## src/pcid_pkg.sv

```systemverilog
// Shared constants for the eight-channel pin change interrupt detector.
// Assumes an 8-bit register port with byte addresses as listed below.
package pcid_pkg;

    // Register byte addresses
    localparam logic [7:0] PCID_ADDR_CONTROL = 8'hE9;
    localparam logic [7:0] PCID_ADDR_NEG_EN  = 8'hEA;
    localparam logic [7:0] PCID_ADDR_POS_EN  = 8'hEB;
    localparam logic [7:0] PCID_ADDR_FLAGS   = 8'hEC;

    // Value of every register after reset
    localparam logic [7:0] PCID_RESET_VALUE  = 8'h00;

    // Field positions inside pin_irq_control
    localparam int PCID_TYPE67_BIT   = 7;
    localparam int PCID_TYPE45_BIT   = 6;
    localparam int PCID_TYPE_CH3_BIT = 5;
    localparam int PCID_TYPE_CH0_BIT = 2;
    localparam int PCID_PORT_SEL_MSB = 1;
    localparam int PCID_PORT_SEL_LSB = 0;

    // Port select codes
    typedef enum logic [1:0] {
        PCID_PORT0 = 2'b00,
        PCID_PORT1 = 2'b01,
        PCID_PORT2 = 2'b10,
        PCID_PORT3 = 2'b11
    } pcid_port_t;

endpackage

```

## src/pcid_channel.sv

```systemverilog
// One pin interrupt channel: level follower or sticky edge flag.
// Assumes the caller supplies the current and previous pin sample.
`timescale 1ns/1ps
`default_nettype none

module pcid_channel
    import pcid_pkg::*;
(
    // Clock and reset
    input  wire logic clk,
    input  wire logic rst,
    // Pin samples
    input  wire logic pinNow,
    input  wire logic pinPrev,
    // Configuration
    input  wire logic edgeMode,
    input  wire logic negEnable,
    input  wire logic posEnable,
    // Software clear, edge mode only
    input  wire logic clearReq,
    // Status
    output logic      flag,
    output logic      levelHit
);

    logic riseHit;
    logic fallHit;
    logic next_flag;

    // Flag next value; a new edge beats a clear in the same cycle
    always_comb begin
        riseHit = posEnable & pinNow & ~pinPrev;
        fallHit = negEnable & ~pinNow & pinPrev;
        if (edgeMode) begin
            next_flag = (flag & ~clearReq) | riseHit | fallHit;
        end else begin
            next_flag = ~pinNow;
        end
    end

    // Level request uses the registered flag, so the output is glitch free
    assign levelHit = ~edgeMode & ((negEnable & flag) | (posEnable & ~flag));

    always_ff @(posedge clk or posedge rst) begin
        if (rst) begin
            flag <= 1'b0;
        end else begin
            flag <= next_flag;
        end
    end
endmodule

`default_nettype wire

```

## src/pcid_detector.sv

```systemverilog
// Top of the pin change interrupt detector: registers, port mux, channels.
// Assumes pins synchronous to clk and a single-cycle strobed register port.
`timescale 1ns/1ps
`default_nettype none

module pcid_detector
    import pcid_pkg::*;
(
    // Clock and reset
    input  wire logic       clk,
    input  wire logic       rst,
    // Register port
    input  wire logic [7:0] regAddr,
    input  wire logic [7:0] regWdata,
    input  wire logic       regWrite,
    input  wire logic       regRead,
    output logic      [7:0] regRdata,
    // Input ports
    input  wire logic [7:0] port0Pins,
    input  wire logic [7:0] port1Pins,
    input  wire logic [7:0] port2Pins,
    input  wire logic [7:0] port3Pins,
    // Interrupt request to the processor
    output logic            pinIrq
);

    // Software-visible registers
    logic [7:0] pinIrqControl;
    logic [7:0] pinIrqNegativeEnable;
    logic [7:0] pinIrqPositiveEnable;
    logic [7:0] next_pinIrqControl;
    logic [7:0] next_pinIrqNegativeEnable;
    logic [7:0] next_pinIrqPositiveEnable;

    // Sampling and readback state
    logic [7:0] pinPrev;
    logic [7:0] next_pinPrev;
    logic [7:0] next_regRdata;

    // Derived per-channel signals
    logic [7:0] selPins;
    logic [7:0] channelTriggerType;
    logic [7:0] clearReq;
    logic [7:0] pinIrqFlags;
    logic [7:0] levelHit;
    pcid_port_t portSelect;

    // Decode the control fields
    assign portSelect = pcid_port_t'(pinIrqControl[PCID_PORT_SEL_MSB:PCID_PORT_SEL_LSB]);

    // Channels 6,7 and 4,5 share one type bit; 3..0 have their own
    always_comb begin
        channelTriggerType[7] = pinIrqControl[PCID_TYPE67_BIT];
        channelTriggerType[6] = pinIrqControl[PCID_TYPE67_BIT];
        channelTriggerType[5] = pinIrqControl[PCID_TYPE45_BIT];
        channelTriggerType[4] = pinIrqControl[PCID_TYPE45_BIT];
        channelTriggerType[3:0] =
            pinIrqControl[PCID_TYPE_CH3_BIT:PCID_TYPE_CH0_BIT];
    end

    // Port mux; every code is legal so no default is needed
    always_comb begin
        unique case (portSelect)
            PCID_PORT0: selPins = port0Pins;
            PCID_PORT1: selPins = port1Pins;
            PCID_PORT2: selPins = port2Pins;
            PCID_PORT3: selPins = port3Pins;
        endcase
    end

    // Clear requests: writing 0 to a flag bit clears it if the channel is in edge mode, 1 leaves it
    always_comb begin
        clearReq = 8'h00;
        if (regWrite && (regAddr == PCID_ADDR_FLAGS)) begin
            clearReq = ~regWdata;
        end
    end

    // Register writes and readback
    always_comb begin
        next_pinIrqControl        = pinIrqControl;
        next_pinIrqNegativeEnable = pinIrqNegativeEnable;
        next_pinIrqPositiveEnable = pinIrqPositiveEnable;
        next_regRdata             = 8'h00;
        if (regWrite) begin
            unique case (regAddr)
                PCID_ADDR_CONTROL: next_pinIrqControl        = regWdata;
                PCID_ADDR_NEG_EN:  next_pinIrqNegativeEnable = regWdata;
                PCID_ADDR_POS_EN:  next_pinIrqPositiveEnable = regWdata;
                default: ;
            endcase
        end
        // Unmapped addresses read as zero
        if (regRead) begin
            unique case (regAddr)
                PCID_ADDR_CONTROL: next_regRdata = pinIrqControl;
                PCID_ADDR_NEG_EN:  next_regRdata = pinIrqNegativeEnable;
                PCID_ADDR_POS_EN:  next_regRdata = pinIrqPositiveEnable;
                PCID_ADDR_FLAGS:   next_regRdata = pinIrqFlags;
                default:           next_regRdata = 8'h00;
            endcase
        end
    end

    // Previous sample of the selected port, for edge detection.
    // Changing the port select may look like an edge on some channels.
    assign next_pinPrev = selPins;

    always_ff @(posedge clk or posedge rst) begin
        if (rst) begin
            pinIrqControl        <= PCID_RESET_VALUE;
            pinIrqNegativeEnable <= PCID_RESET_VALUE;
            pinIrqPositiveEnable <= PCID_RESET_VALUE;
            pinPrev              <= PCID_RESET_VALUE;
            regRdata             <= PCID_RESET_VALUE;
        end else begin
            pinIrqControl        <= next_pinIrqControl;
            pinIrqNegativeEnable <= next_pinIrqNegativeEnable;
            pinIrqPositiveEnable <= next_pinIrqPositiveEnable;
            pinPrev              <= next_pinPrev;
            regRdata             <= next_regRdata;
        end
    end

    // One channel per pin bit; channel n watches bit n
    for (genvar n = 0; n < 8; n++) begin : g_channel
        pcid_channel u_channel (
            .clk       (clk),
            .rst       (rst),
            .pinNow    (selPins[n]),
            .pinPrev   (pinPrev[n]),
            .edgeMode  (channelTriggerType[n]),
            .negEnable (pinIrqNegativeEnable[n]),
            .posEnable (pinIrqPositiveEnable[n]),
            .clearReq  (clearReq[n]),
            .flag      (pinIrqFlags[n]),
            .levelHit  (levelHit[n])
        );
    end

    // Edge flags request directly; level channels request through
    // their enabled polarity, since a level flag merely mirrors the inverted pin
    assign pinIrq = (|(pinIrqFlags & channelTriggerType)) | (|levelHit);
endmodule

`default_nettype wire

```

## config.mk

```make
export PLATFORM = sky130hd
export DESIGN_NAME = pcid_detector
export DESIGN_NICKNAME = d
export VERILOG_FILES = /design/src/pcid_pkg.sv /design/src/pcid_channel.sv /design/src/pcid_detector.sv
export SDC_FILE = /design/constraint.sdc
export NUM_CORES = 1
export LEC_CHECK = 0
export ABC_AREA = 0
export BUFFER_PORTS_ARGS = -buffer_cell sky130_fd_sc_hd__buf_4
export CELL_PAD_IN_SITES_DETAIL_PLACEMENT = 1
export CELL_PAD_IN_SITES_GLOBAL_PLACEMENT = 2
export CORE_UTILIZATION = 25
export DETAILED_ROUTE_END_ITERATION = 6
export PLACE_DENSITY = 0.67
export RECOVER_POWER = 50
export SLEW_MARGIN = 5
export SYNTH_ARGS = -nofsm -noshare
export SYNTH_HDL_FRONTEND = slang
export SYNTH_SLANG_ARGS = --single-unit
```

## constraint.sdc

```tcl
create_clock -name clk -period 2.1 [get_ports clk]
set_clock_uncertainty 0.1 [all_clocks]
set_input_delay 0.42 -clock clk [delete_from_list [all_inputs] [get_ports clk]]
set_output_delay 0.42 -clock clk [all_outputs]
set_load 0.05 [all_outputs]
```

==> results of run 1 <==
-- worst paths after layout --
| kind | from | to | slack (ns) |
|---|---|---|---|
| min in group asynchronous | rst | pinIrqControl[7] | 0.41 |
| min reg2reg | pinPrev[1] | g_channel[1].u_channel.flag | 0.47 |
| max in group asynchronous | rst | pinIrqControl[3] | 0.64 |
| max reg2reg | pinIrqControl[1] | g_channel[0].u_channel.flag | 0.16 |
| min | regWdata[1] | pinIrqControl[1] | 0.28 |
| max | g_channel[7].u_channel.flag | pinIrq | 0.10 |
-- metal layers --
layer	vias to the layer above	global-route usage (%)	share of wire, %
li1	932	-	-
met1	992	19.5	47
met2	41	23.2	49
met3	2	3.25	3.6
met4	0	2.31	0.34
met5	-	0	0
-- power by group --
group	switching (mW)	internal (mW)	total, mW
registers	0.0638	0.978	1.04
logic	0.138	0.179	0.317
clock network	0.304	0.227	0.532
total	0.507	1.38	1.89
-- stage by stage --
stage	hold WS, ns	setup TNS, ns
after floorplan	0.415	0
after global placement	0.393	0
after detailed placement	0.396	0
after CTS	0.0657	0
after global routing	0.264	-0.00938
final	0.276	0
-- sequential cells by signal, summed over array words and instances (netlist names) --
| register | count |
|---|---|
| g_channel.u_channel.flag | 8 |
| pinIrqControl | 8 |
| pinIrqNegativeEnable | 8 |
| pinIrqPositiveEnable | 8 |
| pinPrev | 8 |
| regRdata | 8 |
-- what timing repair did --
| action | in CTS | in global routing |
|---|---|---|
| gates resized for setup | 2 | 7 |
| pin swaps | 0 | 1 |
| buffers inserted | 2 | 4 |
| endpoints found under the setup margin | 1 | 1 |
-- logic make-up (layout without fill, tap and decap cells) --
group / Yosys count / after routing / share of synthesized area (%)
simple gates: 59 / 59 / 15.5
compound gates: 40 / 40 / 11.1
xor+xnor: 1 / 1 / 0.347
flops: 48 / 48 / 47.6
buf+inv: 8 / 80 / 1.68
mux: 45 / 45 / 23.8
-- synthesized netlist by cell type --
cell / instances / share of area [%]
a221oi_1: 7 / 2.4
mux2_2: 25 / 11
o21ai_0: 10 / 2.0
buf_2: 4 / 0.79
nand3_2: 1 / 0.40
dfrtp_1: 48 / 48
a21boi_0: 6 / 1.8
and4_1: 1 / 0.35
nand4b_2: 1 / 0.59
nand4b_1: 6 / 2.1
nand4bb_1: 1 / 0.45
nor3b_1: 1 / 0.30
nor3_1: 9 / 1.8
o21ai_1: 1 / 0.20
nor3_4: 1 / 0.64
clkbuf_1: 2 / 0.30
nand2b_1: 2 / 0.50
inv_1: 1 / 0.15
nand3b_4: 2 / 1.6
buf_6: 1 / 0.45
nor2_2: 1 / 0.25
mux4_2: 3 / 2.7
a21oi_1: 1 / 0.20
a22oi_1: 1 / 0.30
mux4_1: 5 / 5.2
and3b_1: 1 / 0.35
nor2b_1: 1 / 0.25
xnor2_1: 1 / 0.35
nor2_1: 14 / 2.1
o221ai_1: 1 / 0.35
o211ai_1: 13 / 3.9
mux2i_1: 12 / 4.8
nand2_1: 13 / 1.9
and4b_4: 1 / 0.54
nand4b_4: 1 / 0.94
nand4_1: 2 / 0.50
-- layout make-up --
cell class,count,share of cell area (%)
Clock buffer,6,2.21
Timing Repair Buffer,72,16.4
Multi-Input combinational cell,145,39.4
Clock inverter,1,0.152
Sequential cell,48,36.6
Tap cell,133,5.06
Inverter,1,0.114
-- worst max-delay path: cells and delay by family, from the launching register on --
kind | cells | cell delay (ns)
mux | 1 | 0.23
flops | 1 | 0.40
buf+inv | 1 | 0.19
compound gates | 2 | 0.21
simple gates | 1 | 0.15
==> impl_metrics.csv, run 1 <==
group,metric,value,unit
status,status,"complete, no violations",
placed_design,place_ws,0.149,ns
setup_path,crit_chain,"mux2i_1 -> o21ai_0 -> o21ai_1 -> nand4_1 -> buf_6",
synth,synth.lib_cells_used.distinct,36,
clock_network,numClockSinks,48,
clock_network,clkLatencyLatePin,0.30,ns
routing,route.detailed.drc,0,
grt,grt_pass1_vias,1962,
clock_network,cts_tree,"yes",
grt,grt_use_total,14.2,%
layout,seq_area,1200,µm²
setup_path,start_kind,"flip-flop",
setup_path,crit_required,1.58,ns
routing,detailedRoute.firstPassIterationCount,4,
power,ir_worst_vdd,216,µV
sta,slew_violations,0,
setup_path,arrival,1.48,ns
synth,ys_warn_count,0,
layout,area_delta_synth_final,30.1,%
grt,grt_pass1_wl,11000,µm
grt,antenna_found_initial,0,
placed_design,dp.cells,393,
die,die_h,102,µm
placed_design,place_congestion,0.755,
layout,fillCellCount,1103,
setup_path,cp_max_fo,4,
synth,ys_ff_latch,48,
power,power.leakage,1.47,nW
die,rows,36,
sta,fin_crit_sh,95.1,%
placed_design,hpwl,4930,µm
layout,utilization,33.6,%
die,start_util,25.8,%
sta,timing.final.ws_setup,0.102,ns
routing,vias,1967,
synth,syn_inst,201,
sta,rsz0062_at_grt,"true",
placed_design,numPortBuffers,60,
sta,fmax,500,MHz
setup_path,crit_type,"reg2out",
die,die-area,10500,µm²
synth,syn-num-nets,253,
setup_path,r2r_cells,3,
clock_network,root_buffer,"clkbuf_8",
layout,drive_gt1_share,42.1,%
routing,routedWlPerCell,17.2,µm
layout,num_antenna_cells,0,
min_path,hold_path_depth,2,
clock_network,clkTransAtPathRegs,0.09,ns
sta,finalSetupViolations,0,
clock_network,cts_buffer_depth,2,
die,fp.dieW,102,µm
power,totalPowerFinal,1.89,mW
placed_design,place_area,3170,µm²
routing,drtIter0Drc,85,
grt,gr-total-overflow,0,
flow_run,cap_violations,0,
setup_path,critPathSlowestCell,"dfrtp_1",
layout,final_common_cell,"buf_4",
sta,tightestPinTransition,1.25,ns
layout,final_cell_area,3290,µm²
synth,synth.avg_cell_area,12.6,µm²
min_path,hold_path_class,"in2reg",
die,core-area,9770,µm²
sta,hold_viol,0,
clock_network,htree_levels,2,
layout,final_cell_mix,"64 x buf_4, 46 x dfrtp_1, 25 x mux2_2",
clock_network,cts_buffers,5,
die,num_io_pins,61,
sta,max_slew_margin,17.0,%
routing,viasPerCell,4.84,
synth,seq_area_frac_synth,47.6,%
clock_network,ctsHoldBuffers,0,
routing,drt-total-wl,6970,µm
layout,multiInputGateArea,1290,µm²
synth,synth_area,2520,µm²
routing,postRouteAntennaNets,0,
sta,fin_crit,2.00,ns
layout,fin_cells,406,
layout,fin_nets,325,
setup_path,max_stage_delay,0.40,ns
power,p_per_area,576,nW/µm²
setup_path,endpoint_kind,"output pin",
grt,grt_max_degree,49,
Power figures use the tool's default switching activity.
==> run 2, diff against run 1 <==
--- a/config.mk
+++ b/config.mk
@@ -11,7 +11,7 @@
 export CELL_PAD_IN_SITES_GLOBAL_PLACEMENT = 2
 export CORE_UTILIZATION = 25
 export DETAILED_ROUTE_END_ITERATION = 6
-export PLACE_DENSITY = 0.67
+export PLACE_DENSITY_LB_ADDON = 0.1
 export RECOVER_POWER = 50
 export SLEW_MARGIN = 5
 export SYNTH_ARGS = -nofsm -noshare
==> impl_metrics.csv, run 2 (same netlist as run 1, synthesis figures left out) <==
group,metric,value,unit
sta,tightestPinTransition,0.857,ns
layout,final_common_cell,"buf_4",
grt,grt_use_total,15.7,%
setup_path,crit_required,1.58,ns
sta,finalSetupViolations,0,
flow_run,cap_violations,0,
routing,detailedRoute.firstPassIterationCount,4,
clock_network,clkLatencyLatePin,0.30,ns
sta,fin_crit,2.03,ns
grt,grt_pass1_wl,12100,µm
grt,gr-total-overflow,0,
sta,fmax,493,MHz
layout,fillCellCount,1095,
sta,fin_tns_setup,0,ns
setup_path,max_stage_delay,0.40,ns
grt,grt_pass1_vias,2163,
layout,drive_gt1_share,44.5,%
clock_network,numClockSinks,48,
grt,grt_max_degree,34,
power,internal_power,1.43,mW
layout,num_antenna_cells,0,
power,sw_frac_of_total,27.1,%
power,combPwrFrac,17.0,%
sta,fin_crit_sh,96.5,%
power,power.leakage,1.53,nW
setup_path,path_delay_family,"flip-flops",
layout,final_cell_mix,"74 x buf_4, 46 x dfrtp_1, 25 x mux2_2",
power,clock_power_share,30.2,%
routing,vias,2022,
min_path,hold_path_class,"in2async",
status,status,"complete, no violations",
die,die_h,102,µm
sta,slew_violations,0,
setup_path,start_kind,"flip-flop",
sta,max_slew_margin,42.9,%
die,rows,36,
power,p_per_area,581,nW/µm²
die,core-area,9770,µm²
power,ir_worst_vdd,356,µV
placed_design,place_congestion,0.694,
routing,drt-total-wl,7490,µm
die,start_util,25.8,%
layout,fin_nets,334,
power,power_switching,0.532,mW
routing,route.detailed.drc,0,
sta,hold_viol,0,
clock_network,clkTransAtPathRegs,0.09,ns
setup_path,crit_chain,"mux2i_1 -> o221ai_1 -> nor2_1 -> nand4_1 -> buf_6",
setup_path,endpoint_kind,"output pin",
sta,rsz0062_at_grt,"true",
setup_path,r2r_slack,0.32,ns
layout,utilization,34.5,%
routing,routedWlPerCell,18.0,µm
die,num_io_pins,61,
routing,postRouteAntennaNets,0,
grt,antenna_found_initial,0,
routing,drtIter0Drc,56,
power,power_frac_seq,52.8,%
clock_network,cts_buffers,5,
setup_path,arrival,1.51,ns
die,fp.dieW,102,µm
placed_design,hpwl,5390,µm
setup_path,crit_type,"reg2out",
clock_network,cts_tree,"yes",
setup_path,critPathSlowestCell,"dfrtp_1",
setup_path,crit_buf_inv,1,
placed_design,numPortBuffers,60,
routing,viasPerCell,4.86,
layout,area_delta_synth_final,33.6,%
clock_network,cts_buffer_depth,2,
setup_path,cp_max_fo,3,
die,die-area,10500,µm²
clock_network,htree_levels,2,
clock_network,root_buffer,"clkbuf_8",
-- run 2: cell types whose count changed in the layout (fill, tap and decap cells not counted) --
cell        previous run  this run
clkbuf_1               5         4
clkbuf_8               5         6
buf_4                 64        74
clkinvlp_4             0         1
clkinv_2               1         0
-- run 2: layout make-up --
cell class	instances	area (µm²)	share of cell area, %
flip-flops and latches	48	1200	35.7
repair buffers	81	611	18.1
clock buffers	7	86.3	2.56
well taps	133	166	4.93
multi-input cells	145	1290	38.4
inverters	1	3.75	0.111
clock inverters	1	7.51	0.223
-- run 2: power groups by stage --
stage | Combinational (mW) | Sequential, mW | Clock [mW]
final | 0.334 | 1.04 | 0.592
after global routing | 0.371 | 1.05 | 0.651
after CTS | 0.338 | 1.03 | 0.619
after detailed placement | 0.326 | 1.05 | 0
after global placement | 0.322 | 1.05 | 0
after floorplan | 0.180 | 1.03 | 0
-- run 2: per-stage QoR --
stage          instances  worst slack (ns)  hold WS (ns)  power [mW]  cell area (µm²)
2_1_floorplan        201             0.228         0.415        1.21             2520
3_3_place_gp         404             0.246         0.342        1.38             3260
3_5_place_dp         404             0.223         0.339        1.38             3260
4_1_cts              414          0.000663       0.00325        1.99             3370
5_1_grt              416           -0.0714         0.150        2.07             3370
6_report             416            0.0727         0.112        1.96             3370
-- run 2: path summary, 6_finish.rpt --
check / depth (start not counted) / to / start
min: 2 / pinIrqNegativeEnable[7] / rst
min in group clk: 2 / pinIrqNegativeEnable[0] / regWdata[0]
max reg2reg: 3 / g_channel[3].u_channel.flag / pinIrqControl[0]
max in group asynchronous: 3 / pinPrev[4] / rst
min reg2reg: 2 / g_channel[2].u_channel.flag / pinPrev[2]
max: 5 / pinIrq / g_channel[3].u_channel.flag
-- run 2: routing by layer --
metal  track usage (%)  wire length [µm]  vias up
li1                  -                 -      944
met1              22.5              3590     1019
met2              24.7              3490       54
met3              2.51               341        5
met4              4.07                78        0
met5                 0                 0        -
-- run 2: repair_timing --
action                                 CTS  global route
pin swaps                                1             1
buffers inserted                         2             2
setup endpoints to repair                1             1
endpoints found under the hold margin    0             0
resized for setup                        3             6
hold buffers                             0             0
-- run 2: worst reg2reg max path, stage by stage, from the launching register on --
cell	delay, ns
dfrtp_1	0.75
mux4_2	0.43
o21ai_0	0.24
o21ai_0	0.14
==> run 3, diff against run 2 <==
--- a/config.mk
+++ b/config.mk
@@ -7,7 +7,7 @@
 export LEC_CHECK = 0
 export ABC_AREA = 0
 export BUFFER_PORTS_ARGS = -buffer_cell sky130_fd_sc_hd__buf_4
-export CELL_PAD_IN_SITES_DETAIL_PLACEMENT = 1
+export CELL_PAD_IN_SITES_DETAIL_PLACEMENT = 0
 export CELL_PAD_IN_SITES_GLOBAL_PLACEMENT = 2
 export CORE_UTILIZATION = 25
 export DETAILED_ROUTE_END_ITERATION = 6
==> impl_metrics.csv, run 3 (same netlist as run 1, synthesis figures left out) <==
group,metric,value,unit
die,start_util,25.8,%
sta,timing.final.ws_setup,0.0576,ns
layout,num_antenna_cells,0,
setup_path,r2r-start,"pinIrqControl[0]",
grt,grt_use_total,14.5,%
layout,multiInputGateArea,1270,µm²
die,die-area,10500,µm²
sta,finalSetupViolations,0,
clock_network,clkLatencyLatePin,0.31,ns
die,fp.dieW,102,µm
setup_path,r2r_cells,3,
flow_run,cap_violations,0,
die,rows,36,
placed_design,place_ws,0.219,ns
routing,drt-total-wl,7170,µm
grt,grt_pass1_wl,11100,µm
routing,drtIter0Drc,39,
clock_network,cts_buffer_depth,2,
layout,fin_nets,335,
clock_network,root_buffer,"clkbuf_8",
sta,fmax,490,MHz
placed_design,numPortBuffers,60,
setup_path,arrival,1.52,ns
routing,topRoutingLayerUsed,"met4",
setup_path,crit_type,"reg2out",
sta,tightestPinTransition,0.848,ns
sta,max_slew_margin,43.5,%
setup_path,reg2reg_to,"g_channel[3].u_channel.flag",
clock_network,cts_tree,"yes",
routing,wl_met1,3430,µm
min_path,hold_path_class,"in2async",
layout,final_cell_mix,"76 x buf_4, 47 x dfrtp_1, 25 x mux2_2",
power,p_per_area,605,nW/µm²
placed_design,hpwl,5100,µm
routing,viasPerCell,4.73,
power,power_frac_seq,50.4,%
power,combPwrFrac,16.3,%
layout,area_delta_synth_final,33.8,%
power,sw_frac_of_total,26.0,%
sta,fin_crit,2.04,ns
setup_path,start_kind,"flip-flop",
power,clock_power_share,33.3,%
die,die_h,102,µm
setup_path,crit_required,1.58,ns
clock_network,htree_levels,2,
routing,vias,1972,
placed_design,place_congestion,0.694,
grt,grt_max_degree,34,
sta,rsz0062_at_grt,"true",
die,core-area,9770,µm²
layout,fillCellCount,994,
setup_path,cp_max_fo,4,
setup_path,endpoint_kind,"output pin",
die,num_io_pins,61,
status,status,"complete, no violations",
power,power.leakage,1.54,nW
routing,postRouteAntennaNets,0,
clock_network,ctsHoldBuffers,0,
clock_network,clkTransAtPathRegs,0.10,ns
grt,antenna_found_initial,0,
layout,drive_gt1_share,43.3,%
layout,utilization,34.6,%
routing,routedWlPerCell,17.2,µm
layout,final_common_cell,"buf_4",
routing,route.met3.wl,293,µm
routing,route.detailed.drc,0,
clock_network,cts_buffers,5,
clock_network,numClockSinks,48,
sta,whs,0.0992,ns
sta,slew_violations,0,
power,totalPowerFinal,2.05,mW
power,ir_worst_vdd,258,µV
power,power_switching,0.532,mW
layout,seq_area,1200,µm²
power,internal_power,1.51,mW
grt,gr-total-overflow,0,
sta,hold_viol,0,
sta,fin_crit_sh,97.3,%
routing,wl_met2,3360,µm
grt,grt_pass1_vias,1984,
routing,detailedRoute.firstPassIterationCount,4,
setup_path,r2r_slack,0.36,ns
==> run 3: timing repair <==
action	CTS	global route
pin swaps	2	2
resized for setup	3	2
buffers inserted	2	3
setup endpoints to repair	1	1
==> run 3: worst max path at each step <==
| stage | startpoint | endpoint | slack (ns) | depth (start not counted) |
|---|---|---|---|---|
| 2_1_floorplan | pinIrqControl[7] | pinIrq | 0.23 | 5 |
| 3_3_place_gp | regAddr[4] | g_channel[3].u_channel.flag | 0.25 | 6 |
| 3_5_place_dp | regAddr[4] | g_channel[5].u_channel.flag | 0.22 | 5 |
| 4_1_cts | pinIrqNegativeEnable[1] | pinIrq | 0.003 | 5 |
| 5_1_grt | g_channel[3].u_channel.flag | pinIrq | -0.05 | 5 |
| 6_report | pinIrqNegativeEnable[1] | pinIrq | 0.06 | 5 |
==> run 3: per-layer routing <==
layer	vias up	track usage, %
li1	951	-
met1	966	20.3
met2	49	23.1
met3	6	2.58
met4	0	3.96
met5	-	0
==> run 3: area by class of cell <==
| cell class | instances | share of cell area [%] |
|---|---|---|
| inverter | 1 | 0.111 |
| clock inverter | 3 | 1.26 |
| multi-input combinational | 145 | 37.7 |
| timing repair buffer | 82 | 18.4 |
| tap | 133 | 4.93 |
| sequential | 48 | 35.6 |
| clock buffer | 5 | 2.04 |
==> run 3: power by group through the flow <==
stage	sequential, mW	combinational, mW	clock, mW
finish	1.03	0.333	0.680
global route	1.04	0.364	0.740
CTS	1.03	0.335	0.705
detailed placement	1.05	0.323	0
global placement	1.05	0.322	0
floorplan	1.03	0.180	0
==> run 3: stage by stage <==
step           setup TNS [ns]  instance area (µm²)  cells
6_report                    0                 3380    417
5_1_grt               -0.0477                 3380    417
4_1_cts                     0                 3390    414
3_5_place_dp                0                 3260    404
3_3_place_gp                0                 3260    404
2_1_floorplan               0                 2520    201
==> run 3: critical path, stage by stage, from the launching register on <==
cell      delay (ns)
dfrtp_1         0.43
o21ai_0         0.18
o221ai_1        0.14
nor2_1          0.11
nand4_1         0.15
buf_6           0.20
